===== src/hw/lmrs_pkg.sv =====
// package: constants, field carrier and gf helpers for the long message rs encoder
package lmrs_pkg;

  // ---------------------------------------------------------------
  // code shape
  // ---------------------------------------------------------------
  localparam int INFO_BYTES   = 34;
  localparam int PARITY_BYTES = 14;
  localparam int CODE_BYTES   = INFO_BYTES + PARITY_BYTES;
  localparam int PAYLOAD_BITS = INFO_BYTES * 8;
  localparam int CNT_W        = 6;
  localparam logic [CNT_W-1:0] LAST_INFO_IDX   = 6'h21;
  localparam logic [CNT_W-1:0] LAST_PARITY_IDX = 6'h0d;
  localparam logic [CNT_W-1:0] LAST_CODE_IDX   = 6'h2f;

  // field polynomial x^8+x^7+x^2+x+1 with the x^8 term dropped
  localparam logic [7:0] PRIM_POLY = 8'h87;

  // generator exponents, index j is the coefficient of x^j (x^14 is monic)
  localparam int GEN_EXP [PARITY_BYTES] =
    '{241, 70, 39, 13, 64, 22, 138, 135, 140, 26, 70, 21, 49, 82};

  // ---------------------------------------------------------------
  // payload constants
  // ---------------------------------------------------------------
  localparam logic [4:0] PAYLOAD_TYPE_LONG = 5'h01;

  // ---------------------------------------------------------------
  // register map (byte addresses) and fields
  // ---------------------------------------------------------------
  localparam int APB_AW = 12;
  localparam logic [APB_AW-1:0] CTRL_OFS   = 12'h000;
  localparam logic [APB_AW-1:0] STATUS_OFS = 12'h004;
  localparam logic [APB_AW-1:0] COUNT_OFS  = 12'h008;
  localparam int CTRL_EN_BIT     = 0;
  localparam int STATUS_BUSY_BIT = 0;
  localparam int STATUS_IDX_LSB  = 8;
  localparam logic [31:0] CTRL_RESET = 32'h0000_0001;

  // ---------------------------------------------------------------
  // field carrier from the message source
  // ---------------------------------------------------------------
  typedef struct packed {
    logic [2:0]  addrQualifier;
    logic [23:0] aircraftAddress;
    logic [22:0] latitude;
    logic [23:0] longitude;
    logic        altitudeType;
    logic [11:0] altitude;
    logic [3:0]  integrity_category;
    logic [1:0]  airGround;
    logic [10:0] northVelocity;
    logic [10:0] eastVelocity;
    logic [10:0] verticalVelocity;
    logic        timeCoupled;
    logic [15:0] callWord1;
    logic [15:0] callWord2;
    logic [15:0] callWord3;
    logic [2:0]  emergency;
    logic [2:0]  formatVersion;
    logic [1:0]  source_integrity_level;
    logic [11:0] message_start_offset;
    logic [3:0]  position_accuracy;
    logic [2:0]  velocity_accuracy;
    logic        baro_integrity;
    logic [1:0]  capability_class_codes;
    logic [2:0]  operational_mode_codes;
    logic        trueMagnitude;
    logic [11:0] secondaryAltitude;
  } lmrs_fields_t;

  typedef enum logic [1:0] {ST_IDLE, ST_DATA, ST_PARITY} lmrs_state_t;

  // ---------------------------------------------------------------
  // gf(256) arithmetic
  // ---------------------------------------------------------------
  function automatic logic [7:0] gfMulAlpha(input logic [7:0] a);
    gfMulAlpha = {a[6:0], 1'b0} ^ (a[7] ? PRIM_POLY : 8'h00);
  endfunction

  function automatic logic [7:0] gfMul(input logic [7:0] a, input logic [7:0] b);
    logic [7:0] acc;
    logic [7:0] sh;
    acc = 8'h00;
    sh  = a;
    for (int i = 0; i < 8; i++)
    begin
      if (b[i])
        acc = acc ^ sh;
      sh = gfMulAlpha(sh);
    end
    gfMul = acc;
  endfunction

  function automatic logic [7:0] gfPow(input int e);
    logic [7:0] x;
    x = 8'h01;
    for (int i = 0; i < 255; i++)
    begin
      if (i < e)
        x = gfMulAlpha(x);
    end
    gfPow = x;
  endfunction

endpackage


===== src/hw/lmrs_rs_lfsr.sv =====
// module: rs(48,34) parity remainder register with shift-out
`timescale 1ns/1ps
`default_nettype none
module lmrs_rs_lfsr (
  input  wire logic       core_clk,
  input  wire logic       rst_b,
  input  wire logic       clear,
  input  wire logic       feed,
  input  wire logic       drain,
  input  wire logic [7:0] dataIn,
  output logic      [7:0] parityOut
);

  logic [7:0] rem_r   [lmrs_pkg::PARITY_BYTES];
  logic [7:0] rem_nxt [lmrs_pkg::PARITY_BYTES];
  logic [7:0] fb;

  // ---------------------------------------------------------------
  // division by g(x), remainder high symbol leaves first
  // ---------------------------------------------------------------
  always_comb
  begin
    fb = dataIn ^ rem_r[lmrs_pkg::PARITY_BYTES-1];
    for (int j = 0; j < lmrs_pkg::PARITY_BYTES; j++)
      rem_nxt[j] = rem_r[j];
    if (clear)
    begin
      for (int j = 0; j < lmrs_pkg::PARITY_BYTES; j++)
        rem_nxt[j] = 8'h00;
    end
    else if (feed)
    begin
      rem_nxt[0] = lmrs_pkg::gfMul(fb, lmrs_pkg::gfPow(lmrs_pkg::GEN_EXP[0]));
      for (int j = 1; j < lmrs_pkg::PARITY_BYTES; j++)
        rem_nxt[j] = rem_r[j-1] ^ lmrs_pkg::gfMul(fb, lmrs_pkg::gfPow(lmrs_pkg::GEN_EXP[j]));
    end
    else if (drain)
    begin
      rem_nxt[0] = 8'h00;
      for (int j = 1; j < lmrs_pkg::PARITY_BYTES; j++)
        rem_nxt[j] = rem_r[j-1];
    end
  end

  // remainder registers
  always_ff @(posedge core_clk or negedge rst_b)
  begin
    if (!rst_b)
    begin
      for (int j = 0; j < lmrs_pkg::PARITY_BYTES; j++)
        rem_r[j] <= 8'h00;
    end
    else
    begin
      for (int j = 0; j < lmrs_pkg::PARITY_BYTES; j++)
        rem_r[j] <= rem_nxt[j];
    end
  end

  assign parityOut = rem_r[lmrs_pkg::PARITY_BYTES-1];
endmodule
`default_nettype wire


===== src/hw/lmrs_encoder.sv =====
// module: long message payload packer and rs(48,34) encoder with apb control
//
// Contract
// - generator is monic degree 14 with the listed alpha exponents
// - exactly 34 information bytes per message, leftmost is most significant
// - 14 parity symbols are the remainder of shifted message by generator
// - systematic: information bytes pass unchanged, parity follows them
// - emit all 48 symbols, information then parity, leftmost first
// - bits grouped into bytes, leftmost byte and msb first
// - payload opens with type code one, address qualifier, aircraft address
// - then position, altitude, integrity, velocities, time flag, reserved
// - then three 16-bit emitter category and call-sign words
// - then emergency, version, integrity level, six offset bits, reserved
// - then accuracies, baro integrity, class, mode, magnitude, 18 zeros
// - ends with secondary altitude and 28 zero bits, 34 bytes total
// - field arithmetic over gf(256) with x^8+x^7+x^2+x+1
// - generator roots are alpha^120 through alpha^133
// - first parity symbol out is most significant, right after data
`timescale 1ns/1ps
`default_nettype none
module lmrs_encoder (
  input  wire logic                        core_clk,
  input  wire logic                        rst_b,
  input  wire logic                        msgStart,
  input  wire lmrs_pkg::lmrs_fields_t      msgFields,
  output logic                             busy_r,
  output logic                             outValid_r,
  output logic                             outLast_r,
  output logic [7:0]                       outByte_r,
  input  wire logic                        psel,
  input  wire logic                        penable,
  input  wire logic                        pwrite,
  input  wire logic [lmrs_pkg::APB_AW-1:0] paddr,
  input  wire logic [31:0]                 pwdata,
  output logic [31:0]                      prdata,
  output logic                             pready,
  output logic                             pslverr
);

  // ---------------------------------------------------------------
  // payload assembly
  // ---------------------------------------------------------------
  function automatic logic [lmrs_pkg::PAYLOAD_BITS-1:0] packPayload(
    input lmrs_pkg::lmrs_fields_t f);
    packPayload = {
      lmrs_pkg::PAYLOAD_TYPE_LONG, f.addrQualifier, f.aircraftAddress,
      f.latitude, f.longitude, f.altitudeType, f.altitude,
      f.integrity_category, f.airGround, 1'b0,
      f.northVelocity, f.eastVelocity, f.verticalVelocity, f.timeCoupled, 3'h0,
      f.callWord1, f.callWord2, f.callWord3,
      f.emergency, f.formatVersion, f.source_integrity_level,
      f.message_start_offset[5:0], 2'h0,
      f.position_accuracy, f.velocity_accuracy, f.baro_integrity,
      f.capability_class_codes, f.operational_mode_codes, f.trueMagnitude, 18'h0,
      f.secondaryAltitude, 28'h0
    };
  endfunction

  // ---------------------------------------------------------------
  // encoder sequencing state
  // ---------------------------------------------------------------
  lmrs_pkg::lmrs_state_t state_r, state_nxt;
  logic [lmrs_pkg::PAYLOAD_BITS-1:0] payload_r, payload_nxt;
  logic [lmrs_pkg::CNT_W-1:0] idx_r, idx_nxt;
  logic       busy_nxt, outValid_nxt, outLast_nxt;
  logic [7:0] outByte_nxt;
  logic [15:0] msgCount_r, msgCount_nxt;
  logic       enable_r, enable_nxt;
  logic       lfsrClear, lfsrFeed, lfsrDrain;
  logic [7:0] parityByte;
  logic       accept;

  assign accept = msgStart && enable_r && (state_r == lmrs_pkg::ST_IDLE);

  // next-state: load, 34 data bytes, 14 parity bytes
  always_comb
  begin
    state_nxt    = state_r;
    payload_nxt  = payload_r;
    idx_nxt      = idx_r;
    busy_nxt     = busy_r;
    outValid_nxt = 1'b0;
    outLast_nxt  = 1'b0;
    outByte_nxt  = outByte_r;
    msgCount_nxt = msgCount_r;
    lfsrClear    = 1'b0;
    lfsrFeed     = 1'b0;
    lfsrDrain    = 1'b0;
    case (state_r)
      lmrs_pkg::ST_IDLE:
      begin
        if (accept)
        begin
          payload_nxt = packPayload(msgFields);
          idx_nxt     = '0;
          busy_nxt    = 1'b1;
          lfsrClear   = 1'b1;
          state_nxt   = lmrs_pkg::ST_DATA;
        end
      end
      lmrs_pkg::ST_DATA:
      begin
        // top byte leaves unchanged and feeds the divider
        outByte_nxt  = payload_r[lmrs_pkg::PAYLOAD_BITS-1 -: 8];
        outValid_nxt = 1'b1;
        lfsrFeed     = 1'b1;
        payload_nxt  = {payload_r[lmrs_pkg::PAYLOAD_BITS-9:0], 8'h00};
        if (idx_r == lmrs_pkg::LAST_INFO_IDX)
        begin
          idx_nxt   = '0;
          state_nxt = lmrs_pkg::ST_PARITY;
        end
        else
          idx_nxt = idx_r + 6'h01;
      end
      lmrs_pkg::ST_PARITY:
      begin
        outByte_nxt  = parityByte;
        outValid_nxt = 1'b1;
        lfsrDrain    = 1'b1;
        if (idx_r == lmrs_pkg::LAST_PARITY_IDX)
        begin
          outLast_nxt  = 1'b1;
          busy_nxt     = 1'b0;
          msgCount_nxt = msgCount_r + 16'h0001;
          idx_nxt      = '0;
          state_nxt    = lmrs_pkg::ST_IDLE;
        end
        else
          idx_nxt = idx_r + 6'h01;
      end
      default:
      begin
        state_nxt = lmrs_pkg::ST_IDLE;
        busy_nxt  = 1'b0;
      end
    endcase
  end

  // encoder registers
  always_ff @(posedge core_clk or negedge rst_b)
  begin
    if (!rst_b)
    begin
      state_r    <= lmrs_pkg::ST_IDLE;
      payload_r  <= '0;
      idx_r      <= '0;
      busy_r     <= 1'b0;
      outValid_r <= 1'b0;
      outLast_r  <= 1'b0;
      outByte_r  <= 8'h00;
      msgCount_r <= 16'h0000;
    end
    else
    begin
      state_r    <= state_nxt;
      payload_r  <= payload_nxt;
      idx_r      <= idx_nxt;
      busy_r     <= busy_nxt;
      outValid_r <= outValid_nxt;
      outLast_r  <= outLast_nxt;
      outByte_r  <= outByte_nxt;
      msgCount_r <= msgCount_nxt;
    end
  end

  // parity divider over gf(256), roots alpha^120..alpha^133
  lmrs_rs_lfsr u_lfsr (
    .core_clk  (core_clk),
    .rst_b     (rst_b),
    .clear     (lfsrClear),
    .feed      (lfsrFeed),
    .drain     (lfsrDrain),
    .dataIn    (payload_r[lmrs_pkg::PAYLOAD_BITS-1 -: 8]),
    .parityOut (parityByte)
  );

  // ---------------------------------------------------------------
  // apb slave: zero-wait, answer in the access cycle
  // ---------------------------------------------------------------
  logic [31:0] prdata_nxt;
  logic        pready_nxt, pslverr_nxt;
  logic        known;

  always_comb
  begin
    known = (paddr == lmrs_pkg::CTRL_OFS) || (paddr == lmrs_pkg::STATUS_OFS)
            || (paddr == lmrs_pkg::COUNT_OFS);
    prdata_nxt  = 32'h0000_0000;
    pready_nxt  = 1'b0;
    pslverr_nxt = 1'b0;
    enable_nxt  = enable_r;
    if (psel && !penable)
    begin
      pready_nxt  = 1'b1;
      pslverr_nxt = !known;
      if (paddr == lmrs_pkg::CTRL_OFS)
        prdata_nxt[lmrs_pkg::CTRL_EN_BIT] = enable_r;
      else if (paddr == lmrs_pkg::STATUS_OFS)
      begin
        prdata_nxt[lmrs_pkg::STATUS_BUSY_BIT] = busy_r;
        prdata_nxt[lmrs_pkg::STATUS_IDX_LSB +: lmrs_pkg::CNT_W] = idx_r;
      end
      else if (paddr == lmrs_pkg::COUNT_OFS)
        prdata_nxt[15:0] = msgCount_r;
    end
    // write lands at the completing edge
    if (psel && penable && pready && pwrite && paddr == lmrs_pkg::CTRL_OFS)
      enable_nxt = pwdata[lmrs_pkg::CTRL_EN_BIT];
  end

  // bus registers
  always_ff @(posedge core_clk or negedge rst_b)
  begin
    if (!rst_b)
    begin
      prdata   <= 32'h0000_0000;
      pready   <= 1'b0;
      pslverr  <= 1'b0;
      enable_r <= lmrs_pkg::CTRL_RESET[lmrs_pkg::CTRL_EN_BIT];
    end
    else
    begin
      prdata   <= prdata_nxt;
      pready   <= pready_nxt;
      pslverr  <= pslverr_nxt;
      enable_r <= enable_nxt;
    end
  end

  // ---------------------------------------------------------------
  // checks
  // ---------------------------------------------------------------
  logic [lmrs_pkg::CNT_W-1:0] outCnt_r;

  // count of symbols emitted in the current codeword
  always_ff @(posedge core_clk or negedge rst_b)
  begin
    if (!rst_b)
      outCnt_r <= '0;
    else if (outLast_r)
      outCnt_r <= '0;
    else if (outValid_r)
      outCnt_r <= outCnt_r + 6'h01;
  end
endmodule
`default_nettype wire


===== config.mk =====
export PLATFORM = sky130hd
export DESIGN_NAME = lmrs_encoder
export DESIGN_NICKNAME = d
export VERILOG_FILES = /design/src/hw/lmrs_pkg.sv /design/src/hw/lmrs_rs_lfsr.sv /design/src/hw/lmrs_encoder.sv
export SDC_FILE = /design/constraint.sdc
export NUM_CORES = 1
export LEC_CHECK = 0
export BUFFER_PORTS_ARGS = -buffer_cell sky130_fd_sc_hd__buf_2
export CAP_MARGIN = 20
export CORE_ASPECT_RATIO = 0.7
export CORE_MARGIN = 1.5
export CORE_UTILIZATION = 50
export CTS_BUF_LIST = sky130_fd_sc_hd__clkbuf_8 sky130_fd_sc_hd__clkbuf_16
export CTS_CLUSTER_SIZE = 28
export DETAILED_ROUTE_END_ITERATION = 6
export GPL_ROUTABILITY_DRIVEN = 0
export PLACE_DENSITY = 0.76
export SLEW_MARGIN = 10
export SYNTH_ARGS = -nofsm -noshare
export SYNTH_HDL_FRONTEND = slang
export SYNTH_SLANG_ARGS = --single-unit

===== constraint.sdc =====
create_clock -name core_clk -period 2.3 [get_ports core_clk]
set_input_delay 0.345 -clock core_clk [delete_from_list [all_inputs] [get_ports core_clk]]
set_output_delay 0.345 -clock core_clk [all_outputs]
set_load 0.02 [all_outputs]

After elaboration in Yosys (flattened, before gate mapping)
Cells that the tools add are included.
{"block": "word_totals", "register_bits": 438, "out_inout_bits": 45}
{"block": "classes", "add_sub_neg": 2, "eq_ne": 9, "n_mux": 754, "bitwise_logic": 248, "n_reduce_logical": 23}
{"op": "8-bit two-way mux", "count": 720}
{"op": "8-bit bitwise XOR", "count": 247}
{"op": "272-bit one-hot mux with 2 select lines", "count": 1}
{"op": "112-bit two-way mux", "count": 3}
{"op": "272-bit two-way mux", "count": 1}
{"op": "16-bit two-way mux", "count": 2}
{"op": "6-bit two-way mux", "count": 4}
{"op": "6-bit one-hot mux with 3 select lines", "count": 1}
{"op": "16-bit by 1-bit adder with 16-bit output (second input constant)", "count": 1}
{"op": "8-bit one-hot mux with 2 select lines", "count": 1}
{"op": "15-bit two-way mux", "count": 1}
{"op": "1-bit two-way mux", "count": 13}
{"op": "12-bit by 3-bit equality test with 1-bit output (second input constant)", "count": 1}
{"op": "12-bit by 4-bit equality test with 1-bit output (second input constant)", "count": 1}
{"op": "12-bit zero test", "count": 1}
{"op": "2-bit two-way mux", "count": 4}
{"op": "1-bit logical AND", "count": 7}
{"op": "7-bit two-way mux", "count": 1}
{"op": "6-bit by 1-bit adder with 6-bit output (second input constant)", "count": 1}
{"op": "6-bit by 4-bit equality test with 1-bit output (second input constant)", "count": 1}
{"op": "6-bit equality test (second input constant)", "count": 1}
{"op": "2-bit inequality test (second input constant)", "count": 3}
{"op": "2-bit one-hot mux with 3 select lines", "count": 1}
{"op": "2-bit AND reduction", "count": 3}
{"op": "other kinds (11)", "count": 16}

Longest topological paths before layout
Gate-level depths: netlist of run 1.
{"block": "depth", "word_depth": 595, "depth_mapped": 11, "ltp_nobuf": 8}

Modules after synthesis
From an unflattened synthesis of run 1, not the netlist that was laid out.
{"block": "hier_totals", "hier_cells": 1909, "hier_area_um2": 20805.0}
{"module": "lmrs_encoder", "n_inst": 1, "cells_per_inst": 1209, "area_per_inst_um2": 13295.3}
{"module": "lmrs_rs_lfsr", "n_inst": 1, "cells_per_inst": 700, "area_per_inst_um2": 7509.7}

Worst setup path after synthesis of run 1
OpenSTA, ideal clock, no wires.
{"block": "synth_timing", "path_kind": "register to register", "from": "reg state_r[1]", "to": "reg payload_r[265] in the netlist's numbering", "setup_ps": 83, "arrival_time_ps": 2255, "t_required_ps": 2217, "slack_ps": -37, "stages_incl_launch_ff": 12, "cell_sequence": "dfrtp_1 -> inv_1 -> ha_1 -> clkbuf_1 -> inv_1 -> o21a_1 -> clkbuf_1 -> clkbuf_1 -> clkbuf_1 -> clkbuf_1 -> nand2_1 -> o21ai_0"}
{"block": "synth_between", "elab_chain_len": 4, "word_cells_on_any_way": 7}
{"item": "from (decl)", "line": "lmrs_encoder.sv:62", "text": "lmrs_pkg::lmrs_state_t state_r, state_nxt;"}
{"item": "from (signal assigned)", "line": "lmrs_encoder.sv:145", "text": "state_r <= lmrs_pkg::ST_IDLE;"}
{"item": "from (signal assigned)", "line": "lmrs_encoder.sv:156", "text": "state_r <= state_nxt;"}
{"item": "2-bit zero test", "line": "lmrs_encoder.sv:73, lmrs_encoder.sv:89"}
{"item": "1-bit logical AND", "line": "lmrs_encoder.sv:73", "text": "assign accept = msgStart && enable_r && (state_r == lmrs_pkg::ST_IDLE);"}
{"item": "2-bit inequality test (no line)"}
{"item": "2-bit AND reduction (no line)"}
{"item": "to (signal assigned)", "line": "lmrs_encoder.sv:157", "text": "payload_r <= payload_nxt;"}
{"item": "to (decl)", "line": "lmrs_encoder.sv:63", "text": "logic [lmrs_pkg::PAYLOAD_BITS-1:0] payload_r, payload_nxt;"}
Parallel ways exist; a longest one is shown, timed or not.
A chain may end at the register's enable or synchronous reset.

Final worst setup path of run 1
{"block": "layout_timing", "from": "reg u_lfsr.rem_r (netlist bit u_lfsr.parityOut[7])", "to": "reg u_lfsr.rem_r[57] in the netlist's numbering"}
{"block": "layout_between", "elab_chain_len": 34, "word_cells_on_any_way": 46}
{"item": "from (decl)", "line": "lmrs_rs_lfsr.sv:14", "text": "logic [7:0] rem_r [lmrs_pkg::PARITY_BYTES];"}
{"item": "from (signal, indexed assignment)", "line": "lmrs_rs_lfsr.sv:56", "text": "rem_r[j] <= rem_nxt[j];"}
{"item": "8-bit bitwise XOR (*)", "line": "lmrs_rs_lfsr.sv:23", "text": "fb = dataIn ^ rem_r[lmrs_pkg::PARITY_BYTES-1];"}
{"item": "8-bit two-way mux (*)", "line": "lmrs_pkg.sv:78", "text": "gfMulAlpha = {a[6:0], 1'b0} ^ (a[7] ? PRIM_POLY : 8'h00);"}
{"item": "8-bit bitwise XOR (*)", "line": "lmrs_pkg.sv:78"}
{"item": "8-bit bitwise XOR", "line": "lmrs_pkg.sv:89", "text": "acc = acc ^ sh;"}
{"item": "8-bit two-way mux", "line": "lmrs_pkg.sv:88", "text": "if (b[i])"}
{"item": "8-bit two-way mux", "line": "lmrs_rs_lfsr.sv:31", "text": "else if (feed)"}
{"item": "8-bit two-way mux", "line": "lmrs_rs_lfsr.sv:26", "text": "if (clear)"}
{"item": "8-bit bitwise XOR", "line": "lmrs_pkg.sv:89"}
{"item": "[... 18 more ...]"}
{"item": "8-bit two-way mux", "line": "lmrs_rs_lfsr.sv:26"}
{"item": "8-bit bitwise XOR", "line": "lmrs_pkg.sv:89"}
{"item": "8-bit two-way mux (*)", "line": "lmrs_pkg.sv:88"}
{"item": "8-bit two-way mux (*)", "line": "lmrs_rs_lfsr.sv:31"}
{"item": "8-bit two-way mux (*)", "line": "lmrs_rs_lfsr.sv:26"}
{"item": "8-bit bitwise XOR (*)", "line": "lmrs_rs_lfsr.sv:35", "text": "rem_nxt[j] = rem_r[j-1] ^ lmrs_pkg::gfMul(fb, lmrs_pkg::gfPow(lmrs_pkg::GEN_EXP[j]));"}
{"item": "112-bit two-way mux (*)", "line": "lmrs_rs_lfsr.sv:31"}
{"item": "112-bit two-way mux (*)", "line": "lmrs_rs_lfsr.sv:26"}
Mark *: on every way between the ends. The rest lies on a longest branch, timed or not. The select of a mux whose other input is x is not followed.

==> results.py, run 1 <==
metrics = {
    "sta": {
        "report.final.slew_viol_count": 0,
        "timing.final.setup_violations": 0,
        "achievable-frequency_mhz": 446,
        "final_min_period_over_clock_period_pct": 97.6,
        "clock_skew_ns": 0.0265,
        "fin_crit_ns": 2.24,
        "final_hold_violating_endpoints": 0,
        "worst_slew_pin_slew_ns": 0.612,
        "timing.slew.headroom_pct": 59.1,
        "unrepaired_setup_endpoints_after_global_routing": "yes",
    },
    "clock_tree": {
        "clkSinkCount": 410,
        "tritoncts_clock_tree": "yes",
        "cts_buffers": 41,
        "cts.path.max_buffers": 3,
        "clock_latency_ns": 0.57,
        "clock-root-buffer": "clkbuf_16",
        "htree_levels": 2,
        "post-cts-setup-buffers": 0,
        "worst_setup_hold_path_clk_slew_ns": 0.07,
    },
    "cells_and_area": {
        "syn_to_final_growth_pct": 20.3,
        "final_core_utilization_pct": 61.5,
        "post_route_cells_drive_above_1_share_pct": 21.6,
        "layout.nets": 2507,
    },
    "critical_path": {
        "critical_path.reg2reg.endpoint": "u_lfsr.rem_r[57]$_DFFE_PN0P_",
        "r2r-start": "u_lfsr.parityOut[7]$_DFFE_PN0P_",
        "worstPathArrival_ns": 2.67,
        "cp.required_ns": 2.72,
        "reg2reg_depth": 7,
        "crit_buf_inv": 1,
        "path_class": "register to register",
        "worst_path_max_delay_cell": "dfrtp_2",
        "crit_fanout": 7,
        "cp_top_family": "XOR/XNOR gates",
        "crit_path_end_kind": "register",
        "setup.reg_to_reg.worst_slack_ns": 0.06,
        "worst_path_largest_cell_delay_ns": 0.47,
        "worstPathCellList": "xnor2_2 -> buf_6 -> xnor2_4 -> xnor3_2 -> and4b_1 -> nor4_2 -> nand2_1",
        "worstSetupStartpointType": "register",
    },
    "route": {
        "firstDrtPassIters": 7,
        "routed_via_density": 5.54,
        "antenna_left": 0,
        "wire_length_per_cell_after_detailed_routing_um": 18.6,
        "post-route-drc-count": 0,
        "vias": 15514,
        "first_iter_violations": 1092,
        "drt_wl_total_um": 52200,
    },
    "global_route": {
        "grt_use_total_pct": 24.6,
        "grt_start_max_net_pins": 92,
        "antenna_found_initial": 11,
        "grt_pass1_vias": 15207,
        "global_route_wire_length_before_repair_um": 82300,
        "globalRouteOverflowTotal": 0,
    },
    "min_path": {
        "holdPathStages": 2,
        "worst_hold_path.endpoint": "payload_r[28]$_DFFE_PN0P_",
        "worst_hold_path_type": "input port to register",
        "hold_path.startpoint": "msgFields[0]",
    },
    "power": {
        "leakage_nw": 10.7,
        "vdd_drop_max_v": 0.000647,
        "power.combinational.fraction_pct": 14.1,
        "internal-power_mw": 12.5,
        "power_switching_mw": 4.27,
        "seqPwrFrac_pct": 46.0,
        "cellPowerDensity_nw_per_um2": 682,
        "p_clk_share_pct": 39.9,
        "power.share.switching_pct": 25.4,
        "finalPower_mw": 16.8,
    },
    "synthesis": {
        "synthDominantAreaCellType": "dfrtp_1",
        "syn-instance-count": 1935,
        "synthTopCellsByArea": "dfrtp_1 50%, mux2i_1 11%, o21ai_0 6.3%, xnor2_1 5.4%, nand2_1 5.4%",
        "mappedNetlistArea_um2": 20400,
        "synth_sequential_area_ratio_pct": 50.2,
        "synth_compound_area_share_pct": 13.5,
        "number_of_flip_flops_and_latches_in_the_synthesized_netlist": 410,
        "synth_largest_type_area_fraction_pct": 50.1,
        "yosys-mux-area-fraction_pct": 11.0,
        "yosys_most_used_dff": "dfrtp_1",
        "syn_avg_cell_area_um2": 10.6,
        "synth-edff-count": 0,
        "main_combinational_cell_family_by_area_after_synthesis": "compound AO/OA/AOI/OAI gates",
        "xor_xnor_fraction_of_synth_area_pct": 11.6,
        "yosys.cell_types.count": 50,
        "yosys_warns": 0,
        "post_synth_fa_ha_maj_area_fraction_pct": 0.428,
        "postSynth.asyncResetShare_pct": 100,
        "synth-simple-area-share_pct": 9.92,
    },
    "placed_design": {
        "hpwl_um": 36900,
        "number_of_buffer_cells_added_on_primary_ports": 262,
    },
    "floorplanning": {
        "dieWidth_um": 245,
        "initial_core_util_pct": 51.1,
        "floorplan.core_area_um2": 40000,
        "total_die_area_um2": 42100,
        "boundaryPins": 316,
        "core.rowCount": 61,
        "die_height_um": 172,
    },
    "run": {
        "maxCapViolCount": 0,
    },
    "status": {
        "outcome": "finished clean",
    },
}
-- layout make-up --
type | instances | area (um^2)
inverter | 7 | 26.3
fill | 3197 | 15400
multi-input combinational | 1382 | 9690
timing repair buffer | 387 | 2590
antenna | 6 | 15.0
clock buffer | 51 | 1170
sequential | 410 | 10300
clock inverter | 20 | 171
tap | 535 | 669
-- metal layers --
| layer | wire length, um | part of all wire [%] | GRT usage (%) |
|---|---|---|---|
| met4 | 967 | 1.9 | 5.77 |
| met3 | 4130 | 7.9 | 5.98 |
| met1 | 23500 | 45 | 35.0 |
| met5 | 105 | 0.20 | 0 |
| met2 | 23500 | 45 | 38.2 |
-- stage by stage --
step / TNS [ns] / instances / hold WS, ns / cell area [um^2] / setup slack, ns
after floorplan: -5.94 / 1950 / 0.0494 / 20500 / -0.0372
after global placement: 0 / 2713 / 0.286 / 23100 / 0.0884
after detailed placement: 0 / 2713 / 0.284 / 23100 / 0.0184
after CTS: 0 / 2792 / 0.00553 / 24500 / 0.0120
after global routing: -0.00772 / 2793 / 0.0145 / 24600 / -0.00682
final: 0 / 2798 / 0.0294 / 24600 / 0.0558
-- cells in the final DEF (no fill, tap or decap), types with 6 or more instances in the layout --
cell,synthesis,final
dlygate4sd3_1,0,8
o21ai_0,256,255
clkinv_2,0,7
clkbuf_16,0,42
nor2_1,34,32
a211oi_1,118,118
xnor2_1,127,125
diode_2,0,6
nand2_1,292,292
buf_12,0,24
nand3_1,14,14
inv_1,7,15
buf_4,18,89
a21oi_1,17,16
xnor3_1,10,10
and2_1,9,9
xor2_1,71,70
nor2b_1,63,63
nand2b_1,7,7
a22o_1,41,41
conb_1,1,16
clkbuf_8,0,9
a22oi_1,7,7
dfrtp_1,409,405
xnor2_2,5,7
xor2_2,6,6
buf_2,3,261
mux2i_1,221,221
-- Yosys cell counts, types with 2 or more instances --
master    instances
xor2_1           71
mux2i_1         221
a21oi_1          17
and4_1            2
clkbuf_1        126
xor2_2            6
nor3_1            5
nand3b_1          2
buf_4            18
o21a_1            2
a32oi_1           2
nand2_1         292
nand3_1          14
nand2b_1          7
nor4_1            7
o21ai_0         256
mux2_2            4
a22oi_1           7
and3_1            5
a22o_1           41
xnor3_4           4
o211ai_1          2
inv_1             7
xnor3_1          10
buf_1             4
nand4_1           5
and2_1            9
nor4bb_1          2
dfrtp_1         409
nor2_1           34
xnor2_2           5
and4b_1           2
xnor3_2           2
xnor2_4           3
a211oi_1        118
nor2b_1          63
buf_2             3
ha_1              7
xnor2_1         127
or4_1             4
-- worst max path at each step --
stage,slack (ns),cells past startpoint,end,startpoint
after floorplan,-0.04,11,payload_r[265]$_DFFE_PN0P_,state_r[1]$_DFFE_PN0P_
after global placement,0.09,7,u_lfsr.rem_r[96]$_DFFE_PN0P_,u_lfsr.parityOut[2]$_DFFE_PN0P_
after detailed placement,0.02,6,payload_r[32]$_DFFE_PN0P_,state_r[0]$_DFFE_PN0P_
after CTS,0.01,7,u_lfsr.rem_r[57]$_DFFE_PN0P_,u_lfsr.parityOut[5]$_DFFE_PN0P_
after global routing,-0.007,7,u_lfsr.rem_r[16]$_DFFE_PN0P_,u_lfsr.parityOut[0]$_DFFE_PN0P_
final,0.06,7,u_lfsr.rem_r[57]$_DFFE_PN0P_,u_lfsr.parityOut[7]$_DFFE_PN0P_
-- power groups by stage --
stage               registers, mW  clock network (mW)  logic (mW)
floorplan                    7.79                   0        1.39
CTS                          7.71                6.81        2.34
finish                       7.72                6.69        2.36
global placement             7.83                   0        2.26
global route                 7.75                7.11        2.57
detailed placement           7.84                   0        2.31
-- sequential cells by signal (all words and copies together), names as in the netlist --
register          flops
pslverr               1
u_lfsr.parityOut      8
u_lfsr.rem_r        104
outLast_r             1
prdata               16
outByte_r             8
msgCount_r           16
idx_r                 6
payload_r           244
pready                1
state_r               2
busy_r                1
enable_r              1
outValid_r            1
-- timing repair --
action | in CTS | in global routing
resized for setup | 1 | 16
hold endpoints to repair | 41 | 0
pin swaps | 0 | 1
hold buffers | 8 | 0
setup endpoints to repair | 1 | 22
-- logic make-up (layout without fill, tap and decap cells) --
group	Yosys count	in the layout
flops	410	410
buf+inv	158	465
simple gates	454	454
compound gates	452	452
fa+ha+maj	7	7
mux	225	225
other cells	1	22
xor+xnor	228	228
Note: power is estimated with default switching activity, not from simulation.
==> run 2, diff against run 1 <==
Settings changed: CELL_PAD_IN_SITES_DETAIL_PLACEMENT set to 0, CELL_PAD_IN_SITES_GLOBAL_PLACEMENT set to 1, CORE_UTILIZATION 50 to 41, PLACE_DENSITY 0.76 to 0.79, SYNTH_HIERARCHICAL set to 1.
==> run 2 against run 1 <==
Wire length fell by 0.12%. Hold slack got worse by 0.014 ns. Synthesized cell count fell by 1.3%. Sequential cell count did not move. Non-clock buffer count fell by 22. Sequential share of layout area fell by 0.53 points. Total power fell by 11%. Fmax rose by 2.9%. Combinational power fell by 76%. Critical path depth fell by 1. Count of clock-buffer cells in the layout fell by 2. Utilization fell by 11 points. Highest routed layer unchanged.
==> results.py, run 2 <==
metrics = {
    "power": {
        "cellPowerDensity_nw_per_um2": 596,
        "power.share.switching_pct": 21.9,
        "leakage_nw": 11.0,
        "finalPower_mw": 14.8,
        "internal-power_mw": 11.6,
        "power_switching_mw": 3.25,
        "seqPwrFrac_pct": 48.6,
        "vdd_drop_max_v": 0.000536,
        "power.combinational.fraction_pct": 3.8,
        "p_clk_share_pct": 47.6,
    },
    "synthesis": {
        "synth-edff-count": 0,
        "synth_largest_type_area_fraction_pct": 49.2,
        "synthDominantAreaCellType": "dfrtp_1",
        "number_of_flip_flops_and_latches_in_the_synthesized_netlist": 410,
        "syn-instance-count": 1909,
        "postSynth.asyncResetShare_pct": 100,
        "yosys-top-cells-count": "409 x dfrtp_1, 288 x nand2_1, 216 x mux2i_1",
        "yosys.cell_types.count": 61,
        "yosys_most_used_dff": "dfrtp_1",
        "mappedNetlistArea_um2": 20800,
        "synth_sequential_area_ratio_pct": 49.3,
        "yosys.cell_count.top_type": "dfrtp_1",
        "syn_avg_cell_area_um2": 10.9,
        "yosys_warns": 6,
        "synthTopCellsByArea": "dfrtp_1 49%, mux2i_1 10%, nand2_1 5.2%, xnor2_1 4.9%, a211oi_1 4.0%",
    },
    "placed_design": {
        "number_of_buffer_cells_added_on_primary_ports": 262,
        "preCtsSetupSlack_ns": 0.0325,
        "post_dp_cell_area_um2": 23400,
        "hpwl_um": 37100,
        "place.detailed.instances": 2796,
    },
    "min_path": {
        "hold_path.startpoint": "msgFields[0]",
        "worst_hold_path_type": "input port to register",
    },
    "cells_and_area": {
        "layout_commonest_cell": "dfrtp_1",
        "mostFrequentLayoutCells": "407 x dfrtp_1, 288 x nand2_1, 261 x buf_2",
        "syn_to_final_growth_pct": 19.7,
        "largest_register_ff_count": 244,
        "final-seq-area_um2": 10300,
        "post_route_cells_drive_above_1_share_pct": 22.1,
        "biggestRegsByFlops": "payload_r: 244 flops, u_lfsr/rem_r: 104 flops",
        "fillCellCount": 4478,
        "final_core_utilization_pct": 50.1,
        "final_cell_area_um2": 24900,
        "layout.cells.non_filler": 2890,
        "layout.nets": 2457,
        "multi_input_area_um2": 9850,
        "register_with_the_most_flip_flops": "payload_r",
    },
    "floorplanning": {
        "total_die_area_um2": 52100,
        "floorplan.core_area_um2": 49700,
        "initial_core_util_pct": 41.9,
        "boundaryPins": 316,
        "die_height_um": 191,
        "dieWidth_um": 272,
        "core.rowCount": 68,
    },
    "run": {
        "maxCapViolCount": 0,
    },
    "sta": {
        "post-route-worst-setup-slack_ns": 0.119,
        "fin_crit_ns": 2.18,
        "final_min_period_over_clock_period_pct": 94.8,
        "hold-worst-slack_ns": 0.0158,
        "unrepaired_setup_endpoints_after_global_routing": "no",
        "timing.slew.headroom_pct": 60.0,
        "worst_slew_pin_slew_ns": 0.600,
        "report.final.slew_viol_count": 0,
        "clock_skew_ns": 0.0105,
        "achievable-frequency_mhz": 458,
        "timing.final.setup_violations": 0,
        "final_hold_violating_endpoints": 0,
        "timing.setup.tns_ns": 0,
    },
    "route": {
        "routed_via_density": 5.16,
        "drt_wl_total_um": 52100,
        "antenna_left": 0,
        "vias": 14906,
        "post-route-drc-count": 0,
        "first_iter_violations": 943,
        "firstDrtPassIters": 4,
        "wire_length_per_cell_after_detailed_routing_um": 18.0,
    },
    "critical_path": {
        "cp.required_ns": 2.75,
        "r2r-start": "u_lfsr/parityOut[1]$_DFFE_PN0P_",
        "worstSetupStartpointType": "register",
        "path_class": "register to register",
        "crit_path_end_kind": "register",
        "crit_fanout": 4,
        "critPathLaunch": "u_lfsr/parityOut[1]$_DFFE_PN0P_",
        "worstPathArrival_ns": 2.63,
    },
    "global_route": {
        "antenna_found_initial": 24,
        "grt.met3_usage_pct": 5.84,
        "grt_pass1_vias": 15258,
        "gr-usage-met2_pct": 31.0,
        "global_route_wire_length_before_repair_um": 83700,
        "grt_use_total_pct": 20.2,
        "grt_use_met1_pct": 28.1,
        "grt_start_max_net_pins": 82,
        "globalRouteOverflowTotal": 0,
        "grt_busiest_layer": "met2",
    },
    "clock_tree": {
        "tritoncts_clock_tree": "yes",
        "post-cts-setup-buffers": 0,
        "clkSinkCount": 410,
        "clock_latency_ns": 0.55,
        "cts_buffers": 41,
        "clock-root-buffer": "clkbuf_16",
        "worst_setup_hold_path_clk_slew_ns": 0.07,
        "htree_levels": 2,
        "cts.path.max_buffers": 3,
    },
    "status": {
        "outcome": "finished clean",
    },
}
run 2: changes by cell type after synthesis, sizes merged, moves of 5 or more:
| cell | before | now |
|---|---|---|
| nor2 | 34 | 27 |
| nand3 | 14 | 8 |
| mux2i | 221 | 216 |
| a211oi | 118 | 111 |
| xnor2 | 135 | 140 |
| nand2b | 7 | 2 |
| clkbuf | 126 | 69 |
| buf | 25 | 84 |
run 2: area by class of cell:
cell class                      count  area share [%]
Clock buffer                       49            4.61
Tap cell                          665            3.34
Clock inverter                     26            1.10
Multi-Input combinational cell   1354            39.5
Sequential cell                   410            41.2
Inverter                            7           0.105
Antenna cell                       14           0.141
Timing Repair Buffer              365            9.98
run 2: timing repair:
item	4_1_cts	5_1_grt
resized for setup	0	5
hold buffers	5	0
endpoints found under the hold margin	48	0
setup endpoints to repair	0	5
run 2: final timing paths:
check                           slack, ns  depth (start not counted)                      endpoint
worst max register to register       0.12                          6  u_lfsr/rem_r[53]$_DFFE_PN0P_
worst max-delay path                 0.12                          6  u_lfsr/rem_r[53]$_DFFE_PN0P_
min in group asynchronous            0.32                          2    payload_r[156]$_DFFE_PN0P_
max in group asynchronous            1.18                          3     payload_r[82]$_DFFE_PN0P_
worst min register to register       0.48                          1    msgCount_r[15]$_DFFE_PN0P_
worst min-delay path                 0.02                          2     payload_r[28]$_DFFE_PN0P_
run 2: cell families after synthesis:
kind of cell | after synthesis | synth area share (%)
adders and majority gates | 7 | 0.421
muxes | 218 | 10.5
and+or+nand+nor | 431 | 9.41
AOI/OAI and AO/OA | 439 | 13.1
xor gates and xnor gates | 243 | 13.3
other | 1 | 0.0180
buffers and inverters | 160 | 3.90
DFF | 410 | 49.3
run 2: metal layers:
metal | share of wire [%] | vias to the layer above
met4 | 1.7 | 22
li1 | - | 7133
met2 | 45 | 318
met3 | 6.7 | 92
met1 | 46 | 7341
met5 | 0.25 | -
run 2: worst max-delay path: stages, from the launching register on:
cell      delay [ns]
dfrtp_2         0.49
xor2_4          0.34
xnor3_1         0.50
xor2_1          0.27
buf_4           0.19
xnor2_1         0.06
a211oi_1        0.23
run 2: power by group through the flow:
stage / clock (mW) / sequential [mW] / combinational, mW
after floorplan: 0 / 7.36 / 0.170
after global placement: 0 / 7.35 / 0.564
after detailed placement: 0 / 7.35 / 0.574
after CTS: 7.23 / 7.22 / 0.585
after global routing: 7.52 / 7.21 / 0.639
final: 7.06 / 7.22 / 0.569
==> run 3, diff against run 2 <==
Settings changed: BUFFER_PORTS_ARGS -buffer_cell sky130_fd_sc_hd__buf_2 to -buffer_cell sky130_fd_sc_hd__buf_4.
==> run 3 against run 2 <==
Via count is 1.0% lower. Utilization is 1.3 points higher. Sequential power hardly changed. Clock power hardly changed. Critical path type unchanged.
==> results.py, run 3 (synthesis gave the netlist of run 2 again) <==
metrics = {
    "status": {
        "outcome": "finished clean",
    },
    "global_route": {
        "grt_use_total_pct": 20.3,
        "antenna_found_initial": 0,
        "global_route_wire_length_before_repair_um": 83700,
        "grt_pass1_vias": 14897,
        "grt_start_max_net_pins": 85,
        "globalRouteOverflowTotal": 0,
    },
    "route": {
        "first_iter_violations": 967,
        "firstDrtPassIters": 5,
        "post-route-drc-count": 0,
        "vias": 14757,
        "drt_wl_total_um": 52600,
        "routed_via_density": 5.13,
        "antenna_left": 0,
        "wire_length_per_cell_after_detailed_routing_um": 18.3,
    },
    "placed_design": {
        "number_of_buffer_cells_added_on_primary_ports": 262,
        "hpwl_um": 37300,
    },
    "power": {
        "leakage_nw": 11.2,
        "power.share.switching_pct": 21.4,
        "cellPowerDensity_nw_per_um2": 586,
        "p_clk_share_pct": 47.3,
        "vdd_drop_max_v": 0.000530,
        "seqPwrFrac_pct": 48.2,
        "power_switching_mw": 3.21,
        "power.combinational.fraction_pct": 4.6,
        "internal-power_mw": 11.8,
    },
    "sta": {
        "timing.final.setup_violations": 0,
        "worst_slew_pin_slew_ns": 0.627,
        "timing.slew.headroom_pct": 57.9,
        "clock_skew_ns": 0.0106,
        "hold-worst-slack_ns": 0.0244,
        "final_min_period_over_clock_period_pct": 96.1,
        "fin_crit_ns": 2.21,
        "final_hold_violating_endpoints": 0,
        "achievable-frequency_mhz": 452,
        "unrepaired_setup_endpoints_after_global_routing": "no",
        "timing.setup.tns_ns": 0,
        "report.final.slew_viol_count": 0,
    },
    "cells_and_area": {
        "largest_register_ff_count": 244,
        "antennaDiodeCount": 0,
        "fillCellCount": 4495,
        "register_with_the_most_flip_flops": "payload_r",
        "syn_to_final_growth_pct": 22.9,
        "layout.nets": 2460,
        "biggestRegsByFlops": "payload_r: 244 flops, u_lfsr/rem_r: 104 flops",
        "layout_commonest_cell": "dfrtp_1",
        "mostFrequentLayoutCells": "408 x dfrtp_1, 330 x buf_4, 288 x nand2_1",
        "post_route_cells_drive_above_1_share_pct": 21.8,
        "final-seq-area_um2": 10300,
        "multi_input_area_um2": 9850,
    },
    "critical_path": {
        "worst_path_max_delay_cell": "dfrtp_1",
        "worst_path_largest_cell_delay_ns": 0.51,
        "worstPathArrival_ns": 2.66,
        "crit_fanout": 7,
        "critical-path-top-cell-by-count": "xnor2_4",
        "crit_path_end_kind": "register",
        "cp.required_ns": 2.75,
        "worstPathCellList": "xnor2_4 -> buf_4 -> xnor2_4 -> xnor2_2 -> xnor2_1 -> a211oi_1",
        "path_class": "register to register",
        "worstSetupStartpointType": "register",
    },
    "run": {
        "maxCapViolCount": 0,
    },
    "clock_tree": {
        "cts_buffers": 41,
        "clock_latency_ns": 0.55,
        "htree_levels": 2,
        "clock-root-buffer": "clkbuf_16",
        "cts.path.max_buffers": 3,
        "tritoncts_clock_tree": "yes",
        "clkSinkCount": 410,
        "worst_setup_hold_path_clk_slew_ns": 0.06,
    },
    "floorplanning": {
        "core.rowCount": 68,
        "boundaryPins": 316,
        "dieWidth_um": 272,
        "die_height_um": 191,
        "initial_core_util_pct": 41.9,
        "total_die_area_um2": 52100,
        "floorplan.core_area_um2": 49700,
    },
    "min_path": {
        "worst_hold_path_type": "input port to register",
    },
}
run 3: changes by cell type in the layout (fill, tap and decap cells not counted), moves of 3 or more:
cell        previous run  this run
inv_1                  9        16
buf_2                261         0
diode_2               14         0
clkinvlp_4             4         1
clkinv_2              14         5
clkbuf_8               7        13
buf_4                 67       330
run 3: repair_timing:
| item | 4_1_cts | 5_1_grt |
|---|---|---|
| setup buffers | 0 | 6 |
| hold buffers | 6 | 0 |
| endpoints found under the hold margin | 55 | 0 |
| endpoints found under the setup margin | 0 | 42 |
| gates resized for setup | 0 | 6 |
run 3: layout make-up:
class	count	area share [%]
clock buffers	55	4.81
clock inverters	20	0.793
inverters	7	0.103
multi-input cells	1354	38.5
flip-flops and latches	410	40.1
well taps	665	3.25
repair buffers	368	12.4
run 3: path summary, 6_finish.rpt:
path / slack, ns / endpoint / from / depth (start not counted)
min: 0.02 / payload_r[34]$_DFFE_PN0P_ / msgFields[6] / 2
min in group asynchronous: 0.36 / payload_r[188]$_DFFE_PN0P_ / rst_b / 2
max in group asynchronous: 1.19 / u_lfsr/rem_r[80]$_DFFE_PN0P_ / rst_b / 3
min reg2reg: 0.48 / payload_r[36]$_DFFE_PN0P_ / payload_r[36]$_DFFE_PN0P_ / 2
max: 0.09 / u_lfsr/rem_r[9]$_DFFE_PN0P_ / u_lfsr/parityOut[1]$_DFFE_PN0P_ / 6
max reg2reg: 0.09 / u_lfsr/rem_r[9]$_DFFE_PN0P_ / u_lfsr/parityOut[1]$_DFFE_PN0P_ / 6
run 3: layer usage:
layer / vias up / wire [um] / track usage, %
li1: 7129 / - / -
met1: 7236 / 24300 / 29.0
met2: 330 / 23400 / 31.0
met3: 62 / 4040 / 5.04
met4: 0 / 811 / 4.34
met5: - / 0 / 0
run 3: power by group through the flow:
stage / combinational, mW / sequential, mW / clock, mW
floorplan: 0.170 / 7.36 / 0
global placement: 0.683 / 7.35 / 0
detailed placement: 0.691 / 7.35 / 0
CTS: 0.703 / 7.22 / 7.27
global route: 0.761 / 7.21 / 7.52
finish: 0.685 / 7.22 / 7.08
run 3: metrics by stage:
stage | instances | setup WS [ns] | utilization, % | area (um^2) | total power [mW]
6_report | 2879 | 0.0890 | 51.5 | 25600 | 15.0
3_3_place_gp | 2792 | 0.0708 | 48.3 | 24000 | 8.04
4_1_cts | 2873 | 0.0298 | 51.3 | 25500 | 15.2
2_1_floorplan | 1924 | 0.0458 | - | 20900 | 7.53
3_5_place_dp | 2792 | 0.0406 | 48.3 | 24000 | 8.04
5_1_grt | 2879 | 0.000481 | 51.5 | 25600 | 15.5
run 3: worst max-delay path: cells and delay by family, from the launching register on:
kind	cells	cell delay, ns
buf+inv	1	0.25
flops	1	0.51
xor+xnor	4	1.07
compound gates	1	0.28
